[src/hw/fpbe_pkg.sv]
// Operation
// - Recompute pulse count every second, restart period
// - Pulses sent in bursts, each 2-3 ms
// - About 30 ms pause between bursts
// - Count derived from averaged flow series
// - Pulse tail up to eight seconds after stop
// - Size-selected meter factor, rate saturates 125 Hz
// - No pulses below cut-off or reverse flow
// - Above saturation flow, hold maximum rate
// - Pulse count linear with flow in range
package fpbe_pkg;
    localparam int CLK_HZ        = 50_000_000;
    localparam int MS_PER_S      = 1000;
    localparam int MS_CYCLES_DEF = CLK_HZ / MS_PER_S;
    localparam int DIV_W         = 16;

    localparam int PERIOD_MS     = 1000;
    localparam int PULSE_MS      = 3;
    localparam int GAP_MS        = 2;
    localparam int PAUSE_MS      = 30;
    localparam int TMR_W         = 5;
    localparam int BURST_PULSES  = 16;
    localparam int MAX_PULSES    = 125;
    localparam int CNT_W         = 7;

    localparam int FLOW_W        = 16;
    localparam int AVG_DEPTH     = 8;
    localparam int AVG_SHIFT     = 3;
    localparam int PTR_W         = 3;
    localparam int SUM_W         = FLOW_W + AVG_SHIFT;
    localparam int ML_PER_L      = 1000;
    localparam int MIN_CUTOFF_ML = 2;
    localparam int ACC_W         = 26;

    localparam logic [2:0] SIZE_0P6 = 3'h0;
    localparam logic [2:0] SIZE_1P5 = 3'h1;
    localparam logic [2:0] SIZE_2P5 = 3'h2;
    localparam logic [2:0] SIZE_3P5 = 3'h3;
    localparam logic [2:0] SIZE_6   = 3'h4;
    localparam logic [8:0] FACT_0P6 = 9'h12c;
    localparam logic [8:0] FACT_1P5 = 9'h064;
    localparam logic [8:0] FACT_2P5 = 9'h03c;
    localparam logic [8:0] FACT_3P5 = 9'h032;
    localparam logic [8:0] FACT_6   = 9'h019;
    localparam logic [8:0] FACT_10  = 9'h00f;

    typedef enum logic [2:0] {
        CALC_IDLE  = 3'h0,
        CALC_READ  = 3'h1,
        CALC_SUM   = 3'h2,
        CALC_SCALE = 3'h3,
        CALC_DIV   = 3'h4,
        CALC_DONE  = 3'h5
    } fpbe_calc_e;

    typedef enum logic [1:0] {
        EM_IDLE  = 2'h0,
        EM_HIGH  = 2'h1,
        EM_LOW   = 2'h2,
        EM_PAUSE = 2'h3
    } fpbe_em_e;
endpackage

[src/hw/fpbe_mem_if.sv]
`timescale 1ns/1ns
`default_nettype none
interface fpbe_mem_if;
    import fpbe_pkg::*;
    logic                     we;
    logic [PTR_W-1:0]         addr;
    logic signed [FLOW_W-1:0] wdata;
    logic signed [FLOW_W-1:0] rdata;
    modport user (output we, output addr, output wdata, input rdata);
    modport mem  (input we, input addr, input wdata, output rdata);
endinterface
`default_nettype wire

[src/hw/fpbe_emitter.sv]
`timescale 1ns/1ns
`default_nettype none
module fpbe_emitter #(
    parameter int unsigned MS_CYCLES = fpbe_pkg::MS_CYCLES_DEF
) (
    input  wire logic                             clk_in,
    input  wire logic                             nrst_in,
    input  wire logic signed [fpbe_pkg::FLOW_W-1:0] flow_ml_in,
    input  wire logic                             flow_valid_in,
    input  wire logic [2:0]                       size_sel_in,
    output logic                                  pulse_out,
    output logic [fpbe_pkg::CNT_W-1:0]            period_count_out,
    output logic                                  period_start_out
);
    import fpbe_pkg::*;

    fpbe_mem_if mem_bus ();

    fpbe_avg_mem u_mem (
        .clk_in (clk_in),
        .port   (mem_bus)
    );

    // Timebase: 1 ms enable and one-second boundary
    logic [DIV_W-1:0]  div_r;
    logic [9:0]        ms_r;
    logic              ms_tick;
    logic              sec_tick;

    assign ms_tick  = (div_r == DIV_W'(MS_CYCLES - 1));
    assign sec_tick = ms_tick && (ms_r == 10'(PERIOD_MS - 1));

    always_ff @(posedge clk_in or negedge nrst_in) begin
        if (!nrst_in) begin
            div_r <= '0;
            ms_r  <= '0;
        end else begin
            div_r <= ms_tick ? '0 : div_r + 1'b1;
            if (ms_tick) begin
                ms_r <= sec_tick ? '0 : ms_r + 1'b1;
            end
        end
    end

    // Latest flow sample
    logic signed [FLOW_W-1:0] flow_r;

    always_ff @(posedge clk_in or negedge nrst_in) begin
        if (!nrst_in) begin
            flow_r <= '0;
        end else if (flow_valid_in) begin
            flow_r <= flow_ml_in;
        end
    end

    // Meter factor by sensor size
    logic [8:0] factor;

    assign factor = (size_sel_in == SIZE_0P6) ? FACT_0P6 :
                    (size_sel_in == SIZE_1P5) ? FACT_1P5 :
                    (size_sel_in == SIZE_2P5) ? FACT_2P5 :
                    (size_sel_in == SIZE_3P5) ? FACT_3P5 :
                    (size_sel_in == SIZE_6)   ? FACT_6   : FACT_10;

    // Per-second calculation
    fpbe_calc_e               calc_r, calc_nxt;
    logic [PTR_W-1:0]         ptr_r, ptr_nxt;
    logic [AVG_DEPTH-1:0]     filled_r, filled_nxt;
    logic signed [SUM_W-1:0]  sum_r, sum_nxt;
    logic [ACC_W-1:0]         acc_r, acc_nxt;
    logic [ACC_W-1:0]         frac_r, frac_nxt;
    logic [CNT_W-1:0]         cnt_r, cnt_nxt;
    logic signed [FLOW_W-1:0] oldest;
    logic signed [SUM_W-1:0]  avg_full;
    logic signed [FLOW_W-1:0] avg;
    logic                     no_flow;
    logic [ACC_W-1:0]         total;
    logic                     saturate;
    logic                     div_more;
    logic                     load;

    assign oldest   = filled_r[ptr_r] ? mem_bus.rdata : '0;
    assign avg_full = sum_r >>> AVG_SHIFT;
    assign avg      = avg_full[FLOW_W-1:0];
    assign no_flow  = (avg < FLOW_W'(MIN_CUTOFF_ML));
    assign total    = frac_r + ACC_W'(avg[FLOW_W-2:0]) * ACC_W'(factor);
    assign saturate = (total >= ACC_W'(MAX_PULSES * ML_PER_L));
    assign div_more = (acc_r >= ACC_W'(ML_PER_L));
    assign load     = (calc_r == CALC_DONE);

    assign mem_bus.addr  = ptr_r;
    assign mem_bus.wdata = flow_r;
    assign mem_bus.we    = (calc_r == CALC_SUM);

    always_comb begin
        calc_nxt   = calc_r;
        ptr_nxt    = ptr_r;
        filled_nxt = filled_r;
        sum_nxt    = sum_r;
        acc_nxt    = acc_r;
        frac_nxt   = frac_r;
        cnt_nxt    = cnt_r;
        case (calc_r)
            CALC_IDLE: begin
                if (sec_tick) begin
                    calc_nxt = CALC_READ;
                end
            end
            CALC_READ: begin
                calc_nxt = CALC_SUM;
            end
            CALC_SUM: begin
                // Sliding window: drop oldest second, add newest
                sum_nxt = sum_r + SUM_W'(flow_r) - SUM_W'(oldest);
                filled_nxt[ptr_r] = 1'b1;
                ptr_nxt  = ptr_r + 1'b1;
                calc_nxt = CALC_SCALE;
            end
            CALC_SCALE: begin
                cnt_nxt = '0;
                if (no_flow) begin
                    frac_nxt = '0;
                    calc_nxt = CALC_DONE;
                end else if (saturate) begin
                    cnt_nxt  = CNT_W'(MAX_PULSES);
                    frac_nxt = '0;
                    calc_nxt = CALC_DONE;
                end else begin
                    acc_nxt  = total;
                    calc_nxt = CALC_DIV;
                end
            end
            CALC_DIV: begin
                if (div_more) begin
                    acc_nxt = acc_r - ACC_W'(ML_PER_L);
                    cnt_nxt = cnt_r + 1'b1;
                end else begin
                    frac_nxt = acc_r;
                    calc_nxt = CALC_DONE;
                end
            end
            CALC_DONE: begin
                calc_nxt = CALC_IDLE;
            end
            default: begin
                calc_nxt = CALC_IDLE;
            end
        endcase
    end

    always_ff @(posedge clk_in or negedge nrst_in) begin
        if (!nrst_in) begin
            calc_r   <= CALC_IDLE;
            ptr_r    <= '0;
            filled_r <= '0;
            sum_r    <= '0;
            acc_r    <= '0;
            frac_r   <= '0;
            cnt_r    <= '0;
        end else begin
            calc_r   <= calc_nxt;
            ptr_r    <= ptr_nxt;
            filled_r <= filled_nxt;
            sum_r    <= sum_nxt;
            acc_r    <= acc_nxt;
            frac_r   <= frac_nxt;
            cnt_r    <= cnt_nxt;
        end
    end

    // Burst emission
    fpbe_em_e          em_r, em_nxt;
    logic [CNT_W-1:0]  left_r, left_nxt;
    logic [3:0]        burst_r, burst_nxt;
    logic [TMR_W-1:0]  tmr_r, tmr_nxt;
    logic              pulse_r, pulse_nxt;
    logic              tmr_done;
    logic              last_pulse;
    logic              burst_end;

    assign tmr_done   = ms_tick && (tmr_r == '0);
    assign last_pulse = (left_r == CNT_W'(1));
    assign burst_end  = (burst_r == 4'(BURST_PULSES - 1));

    always_comb begin
        em_nxt    = em_r;
        left_nxt  = left_r;
        burst_nxt = burst_r;
        tmr_nxt   = (ms_tick && tmr_r != '0) ? tmr_r - 1'b1 : tmr_r;
        if (load) begin
            // New period replaces whatever is left of the old one
            left_nxt  = cnt_r;
            burst_nxt = '0;
            tmr_nxt   = TMR_W'(PULSE_MS - 1);
            em_nxt    = (cnt_r != '0) ? EM_HIGH : EM_IDLE;
        end else begin
            case (em_r)
                EM_IDLE: begin
                end
                EM_HIGH: begin
                    if (tmr_done) begin
                        left_nxt  = left_r - 1'b1;
                        burst_nxt = burst_end ? '0 : burst_r + 1'b1;
                        if (last_pulse) begin
                            em_nxt = EM_IDLE;
                        end else if (burst_end) begin
                            tmr_nxt = TMR_W'(PAUSE_MS - 1);
                            em_nxt  = EM_PAUSE;
                        end else begin
                            tmr_nxt = TMR_W'(GAP_MS - 1);
                            em_nxt  = EM_LOW;
                        end
                    end
                end
                EM_LOW, EM_PAUSE: begin
                    if (tmr_done) begin
                        tmr_nxt = TMR_W'(PULSE_MS - 1);
                        em_nxt  = EM_HIGH;
                    end
                end
                default: begin
                    em_nxt = EM_IDLE;
                end
            endcase
        end
        pulse_nxt = (em_nxt == EM_HIGH);
    end

    always_ff @(posedge clk_in or negedge nrst_in) begin
        if (!nrst_in) begin
            em_r    <= EM_IDLE;
            left_r  <= '0;
            burst_r <= '0;
            tmr_r   <= '0;
            pulse_r <= 1'b0;
        end else begin
            em_r    <= em_nxt;
            left_r  <= left_nxt;
            burst_r <= burst_nxt;
            tmr_r   <= tmr_nxt;
            pulse_r <= pulse_nxt;
        end
    end

    // Period report
    logic [CNT_W-1:0] period_cnt_r;
    logic             period_start_r;

    always_ff @(posedge clk_in or negedge nrst_in) begin
        if (!nrst_in) begin
            period_cnt_r   <= '0;
            period_start_r <= 1'b0;
        end else begin
            period_start_r <= load;
            if (load) begin
                period_cnt_r <= cnt_r;
            end
        end
    end

    assign pulse_out        = pulse_r;
    assign period_count_out = period_cnt_r;
    assign period_start_out = period_start_r;
endmodule
`default_nettype wire

[src/hw/fpbe_avg_mem.sv]
`timescale 1ns/1ns
`default_nettype none
module fpbe_avg_mem (
    input wire logic   clk_in,
    fpbe_mem_if.mem    port
);
    import fpbe_pkg::*;

    logic signed [FLOW_W-1:0] ram [AVG_DEPTH];
    logic signed [FLOW_W-1:0] rdata_r;

    // Read-before-write: the slot being replaced reads out its old sample
    always_ff @(posedge clk_in) begin
        if (port.we) begin
            ram[port.addr] <= port.wdata;
        end
        rdata_r <= ram[port.addr];
    end

    assign port.rdata = rdata_r;
endmodule
`default_nettype wire

[config.mk]
export PLATFORM = sky130hd
export DESIGN_NAME = fpbe_emitter
export DESIGN_NICKNAME = d
export VERILOG_FILES = /design/src/hw/fpbe_pkg.sv /design/src/hw/fpbe_mem_if.sv /design/src/hw/fpbe_emitter.sv /design/src/hw/fpbe_avg_mem.sv
export SDC_FILE = /design/constraint.sdc
export NUM_CORES = 1
export LEC_CHECK = 0
export BUFFER_PORTS_ARGS = -buffer_cell sky130_fd_sc_hd__buf_2
export CELL_PAD_IN_SITES_DETAIL_PLACEMENT = 1
export CELL_PAD_IN_SITES_GLOBAL_PLACEMENT = 2
export CORE_UTILIZATION = 39
export DETAILED_ROUTE_END_ITERATION = 7
export HOLD_SLACK_MARGIN = 0.03
export PLACE_DENSITY_LB_ADDON = 0.15
export SLEW_MARGIN = 20
export SYNTH_ARGS = -nofsm -noshare
export SYNTH_HDL_FRONTEND = slang
export SYNTH_SLANG_ARGS = --single-unit
[constraint.sdc]
create_clock -name clk_in -period 5.95 [get_ports clk_in]
set_input_delay 0.595 -clock clk_in [delete_from_list [all_inputs] [get_ports clk_in]]
set_output_delay 0.595 -clock clk_in [all_outputs]
set_load 0.1 [all_outputs]
# Word-level counts from Yosys, hierarchy flattened
# Memory sizes are Yosys's and may differ from the RTL's. A register that Yosys moved wholly into a read port is not among the register bits.
# Index checks and enable logic that the tools add are counted.
classes:
  addsub: 11
  eq_ne: 23
  n_reduce_logical: 18
  n_bitwise: 1
  magnitude_cmp: 5
  mux: 52
  multipliers: 1
op_table:
  columns: ["operator", "n"]
  rows:
  - ["two-way mux 26 bit", 6]
  - ["case mux 26 bit (2 select lines)", 2]
  - ["two-way mux 7 bit", 7]
  - ["two-way mux 5 bit", 7]
  - ["two-way mux 16 bit", 2]
  - ["adder 26 x 24 -> 26 bit", 1]
  - ["greater-or-equal comparator 26 x 10 -> 1 bit (second input constant)", 1]
  - ["greater-or-equal comparator 26 x 17 -> 1 bit (second input constant)", 1]
  - ["subtractor 26 x 10 -> 26 bit (second input constant)", 1]
  - ["multiplier 15 x 9 -> 24 bit", 1]
  - ["adder 19 x 16 -> 19 bit", 1]
  - ["subtractor 19 x 16 -> 19 bit", 1]
  - ["adder 16 x 1 -> 16 bit (second input constant)", 1]
  - ["== test 16 bit (second input constant)", 1]
  - ["< comparator 16 x 3 -> 1 bit (second input constant)", 1]
  - ["two-way mux 4 bit", 4]
  - ["case mux 3 bit (5 select lines)", 1]
  - ["case mux 7 bit (2 select lines)", 1]
  - ["== test 3 x 2 -> 1 bit (second input constant)", 4]
  - ["two-way mux 6 bit", 2]
  - ["adder 10 x 1 -> 10 bit (second input constant)", 1]
  - ["== test 10 bit (second input constant)", 1]
  - ["two-way mux 10 bit", 1]
  - ["!= test 2 bit (second input constant)", 5]
  - ["33 further kinds", 57]
word_totals:
  memories: 1
  regBits: 161
  wordCells: 129
  output_inout_bits: 9
  in_bits: 22
  mem_bits_rw: 128
memory_table:
  columns: ["name", "depth", "word_bits", "rd", "rd_clocked_by_memory_dff", "write_ports", "line_no", "text"]
  rows:
  - ["u_mem.ram", 8, 16, 1, 1, 1, "fpbe_avg_mem.sv:9", "logic signed [FLOW_W-1:0] ram [AVG_DEPTH];"]

# Logic depth before layout (Yosys ltp)
logic_depth:
  depth_word: 12
  mapped_depth: 27
  mapped_depth_nobuf: 24

# By module
# From an unflattened synthesis, not the netlist that was laid out.
hier_totals:
  hier_cells: 1728
  hier_area_um2: 18806.8
modules_own_cells:
  columns: ["mod", "seq_area_each_um2", "area_each_um2", "instances", "cells_each"]
  rows:
  - ["fpbe_emitter", 4028.9, 13514.2, 1, 1490]
  - ["fpbe_avg_mem", 4164.0, 5292.6, 1, 238]

# Worst setup path after synthesis
# No wires, ideal clock.
synth_timing:
  path_type: "in2reg"
  from: "in size_sel_in[2]"
  to: "reg acc_r[12]"
  arrival_ps: 6799
  n_path_buf: 3
  setup_slack_ps: -1003
  setup_time_ps: 154
  t_required_ps: 5796
  path_stages: 25
  cell_sequence: "inv_1 > nand2_1 > inv_1 > a21oi_1 > clkbuf_1 > nand2_1 > fa_1 > inv_1 > fa_1 > fa_1 > fa_1 > fa_1 > ha_1 > clkbuf_1 > a21o_1 > a221o_1 > a21oi_1 > o221ai_1 > xor2_1 > nor3_1 > nand4b_1 > or3_1 > clkbuf_1 > o31ai_1 > a22oi_1"
synth_via:
  elab_chain_cells: 11
  word_cells_on_any_way: 18
  cone_classes: "1 x add/sub; 1 x mul; 1 x order compare; 5 x eq/ne; 8 x mux; 2 x reduce/logical"
synth_lines:
  columns: ["element", "line_no", "text"]
  rows:
  - ["from (decl)", "fpbe_emitter.sv:10", "input wire logic [2:0] size_sel_in,"]
  - ["== test 3 bit", "fpbe_emitter.sv:63", "(size_sel_in == SIZE_6) ? FACT_6 : FACT_10;"]
  - ["two-way mux 5 bit", "fpbe_emitter.sv:63", null]
  - ["two-way mux 6 bit", "fpbe_emitter.sv:62", "(size_sel_in == SIZE_3P5) ? FACT_3P5 :"]
  - ["two-way mux 6 bit", "fpbe_emitter.sv:61", "(size_sel_in == SIZE_2P5) ? FACT_2P5 :"]
  - ["two-way mux 7 bit", "fpbe_emitter.sv:60", "(size_sel_in == SIZE_1P5) ? FACT_1P5 :"]
  - ["two-way mux 9 bit (*)", "fpbe_emitter.sv:59", "assign factor = (size_sel_in == SIZE_0P6) ? FACT_0P6 :"]
  - ["multiplier 15 x 9 -> 24 bit (*)", "fpbe_emitter.sv:86", "assign total = frac_r + ACC_W'(avg[FLOW_W-2:0]) * ACC_W'(factor);"]
  - ["adder 26 x 24 -> 26 bit (*)", "fpbe_emitter.sv:86", null]
  - ["greater-or-equal comparator 26 x 17 -> 1 bit / two-way mux 26 bit (equally long branches)", "fpbe_emitter.sv:87, fpbe_emitter.sv:124", null]
  - ["!= test 2 bit (no line) / two-way mux 26 bit (equally long branches)", null, null]
  - ["AND reduction 4 bit (no line) / case mux 26 bit (2 select lines) (equally long branches)", null, null]
  - ["to (signal assigned)", "fpbe_emitter.sv:165", "acc_r <= acc_nxt;"]
  - ["to (decl)", "fpbe_emitter.sv:70", "logic [ACC_W-1:0] acc_r, acc_nxt;"]
# Mark *: on every way between the ends. The rest lies on a longest branch, timed or not. The select of a mux whose other input is x is not followed.
# A chain may end at the register's enable or synchronous reset.

# Worst setup path after layout
layout_timing:
  from: "in size_sel_in[1]"
  to: "reg acc_r[13]"
# Same word-level chain as after synthesis.

==> results.sh <==
export IMPL_finClkSkew_ns=0.01857
export IMPL_post_dp_hpwl_um=37660
export IMPL_synth_edf_count=128
export IMPL_maxSlewHeadroom=0.2883
export IMPL_wl_per_cell_um=19.94
export IMPL_synth_yosys_seq_area_share=0.4346
export IMPL_required_ns=6.42
export IMPL_synthFlopType="dfrtp_1"
export IMPL_setup_slack_ns=-0.4265
export IMPL_whs_ns=0.1375
export IMPL_rsz0062_at_grt="yes"
export IMPL_reg2reg_setup_slack_ns=-0.31
export IMPL_place_worst_setup_slack_ns=-1.179
export IMPL_finalPower_mw=4.872
export IMPL_grtUsageTotal=0.2233
export IMPL_synth_cells=1815
export IMPL_end_kind="flop"
export IMPL_maxCapViolCount=0
export IMPL_outcome="finished with violations"
export IMPL_viasPerCell=5.316
export IMPL_finalCritPeriodShare=1.072
export IMPL_violations="setup timing"
export IMPL_critPathMaxFanout=7
export IMPL_swShare=0.2408
export IMPL_drive_gt1_frac=0.2252
export IMPL_arrival_ns=6.84
export IMPL_clk_pin_slew_worst_paths_ns=0.06
export IMPL_port_buffers=30
export IMPL_synth_area_top_cells="dfrtp_1 21%, edfxtp_1 20%, fa_1 12%"
export IMPL_synth_warnings=0
export IMPL_clockBufferDepth=3
export IMPL_synth_top_area_frac=0.2137
export IMPL_num_io_pins=31
export IMPL_synth_most_common_cell="inv_1"
export IMPL_clk_latency_ns=0.57
export IMPL_grt_max_degree=82
export IMPL_netlist_area_um2=18850
export IMPL_antenna_found_initial=1
export IMPL_power_per_cell_area_nw_per_um2=210.3
export IMPL_synthToLayoutAreaGrowth_pct=22.88
export IMPL_r2r_end="acc_r[13]"
export IMPL_final_nets=2250
export IMPL_rr_worst_depth=22
export IMPL_switching_power_mw=1.173
export IMPL_period_needed_ns=6.376
export IMPL_drc_errors=0
export IMPL_placed_cells=2565
export IMPL_finalNonFillerCells=2658
export IMPL_seq_power_share=0.462
export IMPL_tightest_slew_ns=1.054
export IMPL_slew_viol_final=0
export IMPL_p_int_mw=3.699
export IMPL_cts_hold_buf=0
export IMPL_fmax_ghz=0.1568
export IMPL_cts_tree="done"
export IMPL_initial_utilization=0.3948
export IMPL_die_h_um=221.9
export IMPL_r2r_start="sum_r[12]"
export IMPL_firstDrtPassIters=5
export IMPL_path_class="primary input to flop"
export IMPL_ys_ff_latch=305
export IMPL_clockPowerShare=0.476
export IMPL_finalHoldViolations=0
export IMPL_grt_overflow=0
export IMPL_combPwrFrac=0.062
export IMPL_grt_pass1_wl_um=86700
export IMPL_grt_pass1_vias=15640
export IMPL_cts_root_buf="clkbuf_16"
export IMPL_syn_area_per_cell_um2=10.39
export IMPL_synth_cell_types=73
export IMPL_synthArstFlopShare=0.5279
export IMPL_hp_class="primary input to asynchronous set/reset pin"
export IMPL_htreeDepth=2
export IMPL_peakVddDrop_mv=0.1611
export IMPL_first_iter_violations=721
export IMPL_place_congestion=0.8043
export IMPL_wirelength_um=53000
export IMPL_num_vias=14130
export IMPL_rows=80
export IMPL_cp_start_kind="primary input"
export IMPL_synth_common_cells="197 x inv_1, 172 x nand2_1, 161 x dfrtp_1"
export IMPL_cts_buffers=37
export IMPL_setup_viol=59
export IMPL_yosysTopAreaCell="dfrtp_1"
export IMPL_synth_fp_nets=2049
export IMPL_final_antenna_net_count=0
export IMPL_num_antenna_cells=0
export IMPL_die_w_um=221.9
export IMPL_coreArea_um2=47750
export IMPL_cts_sinks=305
export IMPL_leakagePower_nw=10.36
export IMPL_die_area_um2=49220
placed cells by master, fill, tap and decap left out, types with 20 or more instances in the layout:
cell	netlist	layout
inv_1	197	190
and2_1	47	46
nor3_1	46	25
buf_4	0	181
mux2_2	28	28
xor2_1	30	28
nand2_1	172	165
a31oi_1	21	20
nor2_1	152	147
clkbuf_16	0	37
ha_1	96	82
fa_1	116	107
o21ai_0	90	78
dfrtp_1	161	159
buf_2	4	29
xnor2_1	35	35
nor2b_1	24	24
edfxtp_1	128	128
nand3_1	30	29
a21oi_1	59	51
a21o_1	21	20
stage by stage:
step	instance area, um^2	util	setup TNS [ns]
floorplan	19150	-	-26.23
CTS	22940	0.4805	-8.654
global placement	21160	0.4431	-52.25
global route	23160	0.4851	-30.93
detailed placement	21160	0.4431	-62.06
finish	23160	0.4851	-16.51
worst max-delay path: stages:
cell and delay (ns):
buf_2 0.13, buf_4 0.17, buf_4 0.16, nor3_4 0.26
buf_6 0.18, and2_1 0.13, ha_1 0.25, fa_1 0.53
fa_1 0.52, fa_1 0.55, inv_1 0.06, fa_1 0.51
inv_1 0.05, ha_1 0.37, and3_1 0.22, nand4_1 0.13
o211ai_1 0.16, o211ai_1 0.14, buf_4 0.17, a21oi_4 0.16
nor3_2 0.05, a211o_1 0.28, or3_4 0.47, or4_4 0.53
o221ai_2 0.07
metal layers:
layer	track usage	wire length, um	up-vias
met5	0	0	-
met4	0.05780	1124	0
met3	0.02664	1833	62
met2	0.3731	25220	222
met1	0.3079	24830	7189
li1	-	-	6657
registers in the layout (all words and copies together) (netlist names), 4 cells and up:
name / count
u_mem.ram: 128
acc_r: 26
frac_r: 26
sum_r: 19
div_r: 16
flow_r: 16
u_mem.port.rdata: 16
ms_r: 10
filled_r: 8
cnt_r: 7
left_r: 7
period_count_out: 7
tmr_r: 5
burst_r: 4
kinds of logic (layout without fill, tap and decap cells):
| kind of cell | Yosys count | count (layout) | share of synthesized area |
|---|---|---|---|
| AND/OR/NAND/NOR | 584 | 584 | 0.1484 |
| AO/OA/AOI/OAI | 329 | 330 | 0.1164 |
| flip-flops | 305 | 305 | 0.4346 |
| buffers and inverters | 272 | 499 | 0.05483 |
| adder cells (fa/ha/maj) | 213 | 213 | 0.1874 |
| XOR/XNOR | 65 | 65 | 0.03020 |
| multiplexers | 47 | 47 | 0.02814 |
layout make-up:
class | instances | area (um^2)
clock buffer | 50 | 1025
sequential | 305 | 8195
fill | 5188 | 24580
timing repair buffer | 235 | 1833
inverter | 198 | 747.0
tap | 615 | 769.5
multi-input combinational | 1239 | 10370
clock inverter | 16 | 220.2
power groups by stage:
stage	sequential (mW)	combinational [mW]	clock (mW)
after CTS	2.25	0.298	2.38
after global placement	2.29	0.280	0
final	2.25	0.301	2.32
after floorplan	2.28	0.179	0
after global routing	2.26	0.342	2.44
after detailed placement	2.29	0.287	0
how the worst max path moves through the flow:
stage / startpoint / to / cells after the start
after global routing: size_sel_in[1] / acc_r[13] / 26
after CTS: size_sel_in[2] / acc_r[3] / 24
after global placement: size_sel_in[2] / acc_r[13] / 23
final: size_sel_in[1] / acc_r[13] / 25
after floorplan: size_sel_in[2] / acc_r[13] / 23
after detailed placement: size_sel_in[2] / acc_r[13] / 23
what timing repair did:
item / in CTS / in global routing
resized for setup: 88 / 33
setup endpoints to repair: 59 / 59
setup buffers: 18 / 8
gates cloned: 1 / 2
pin swaps: 56 / 22
endpoints found under the hold margin: 0 / 0
Note: power is estimated with default switching activity, not from simulation.
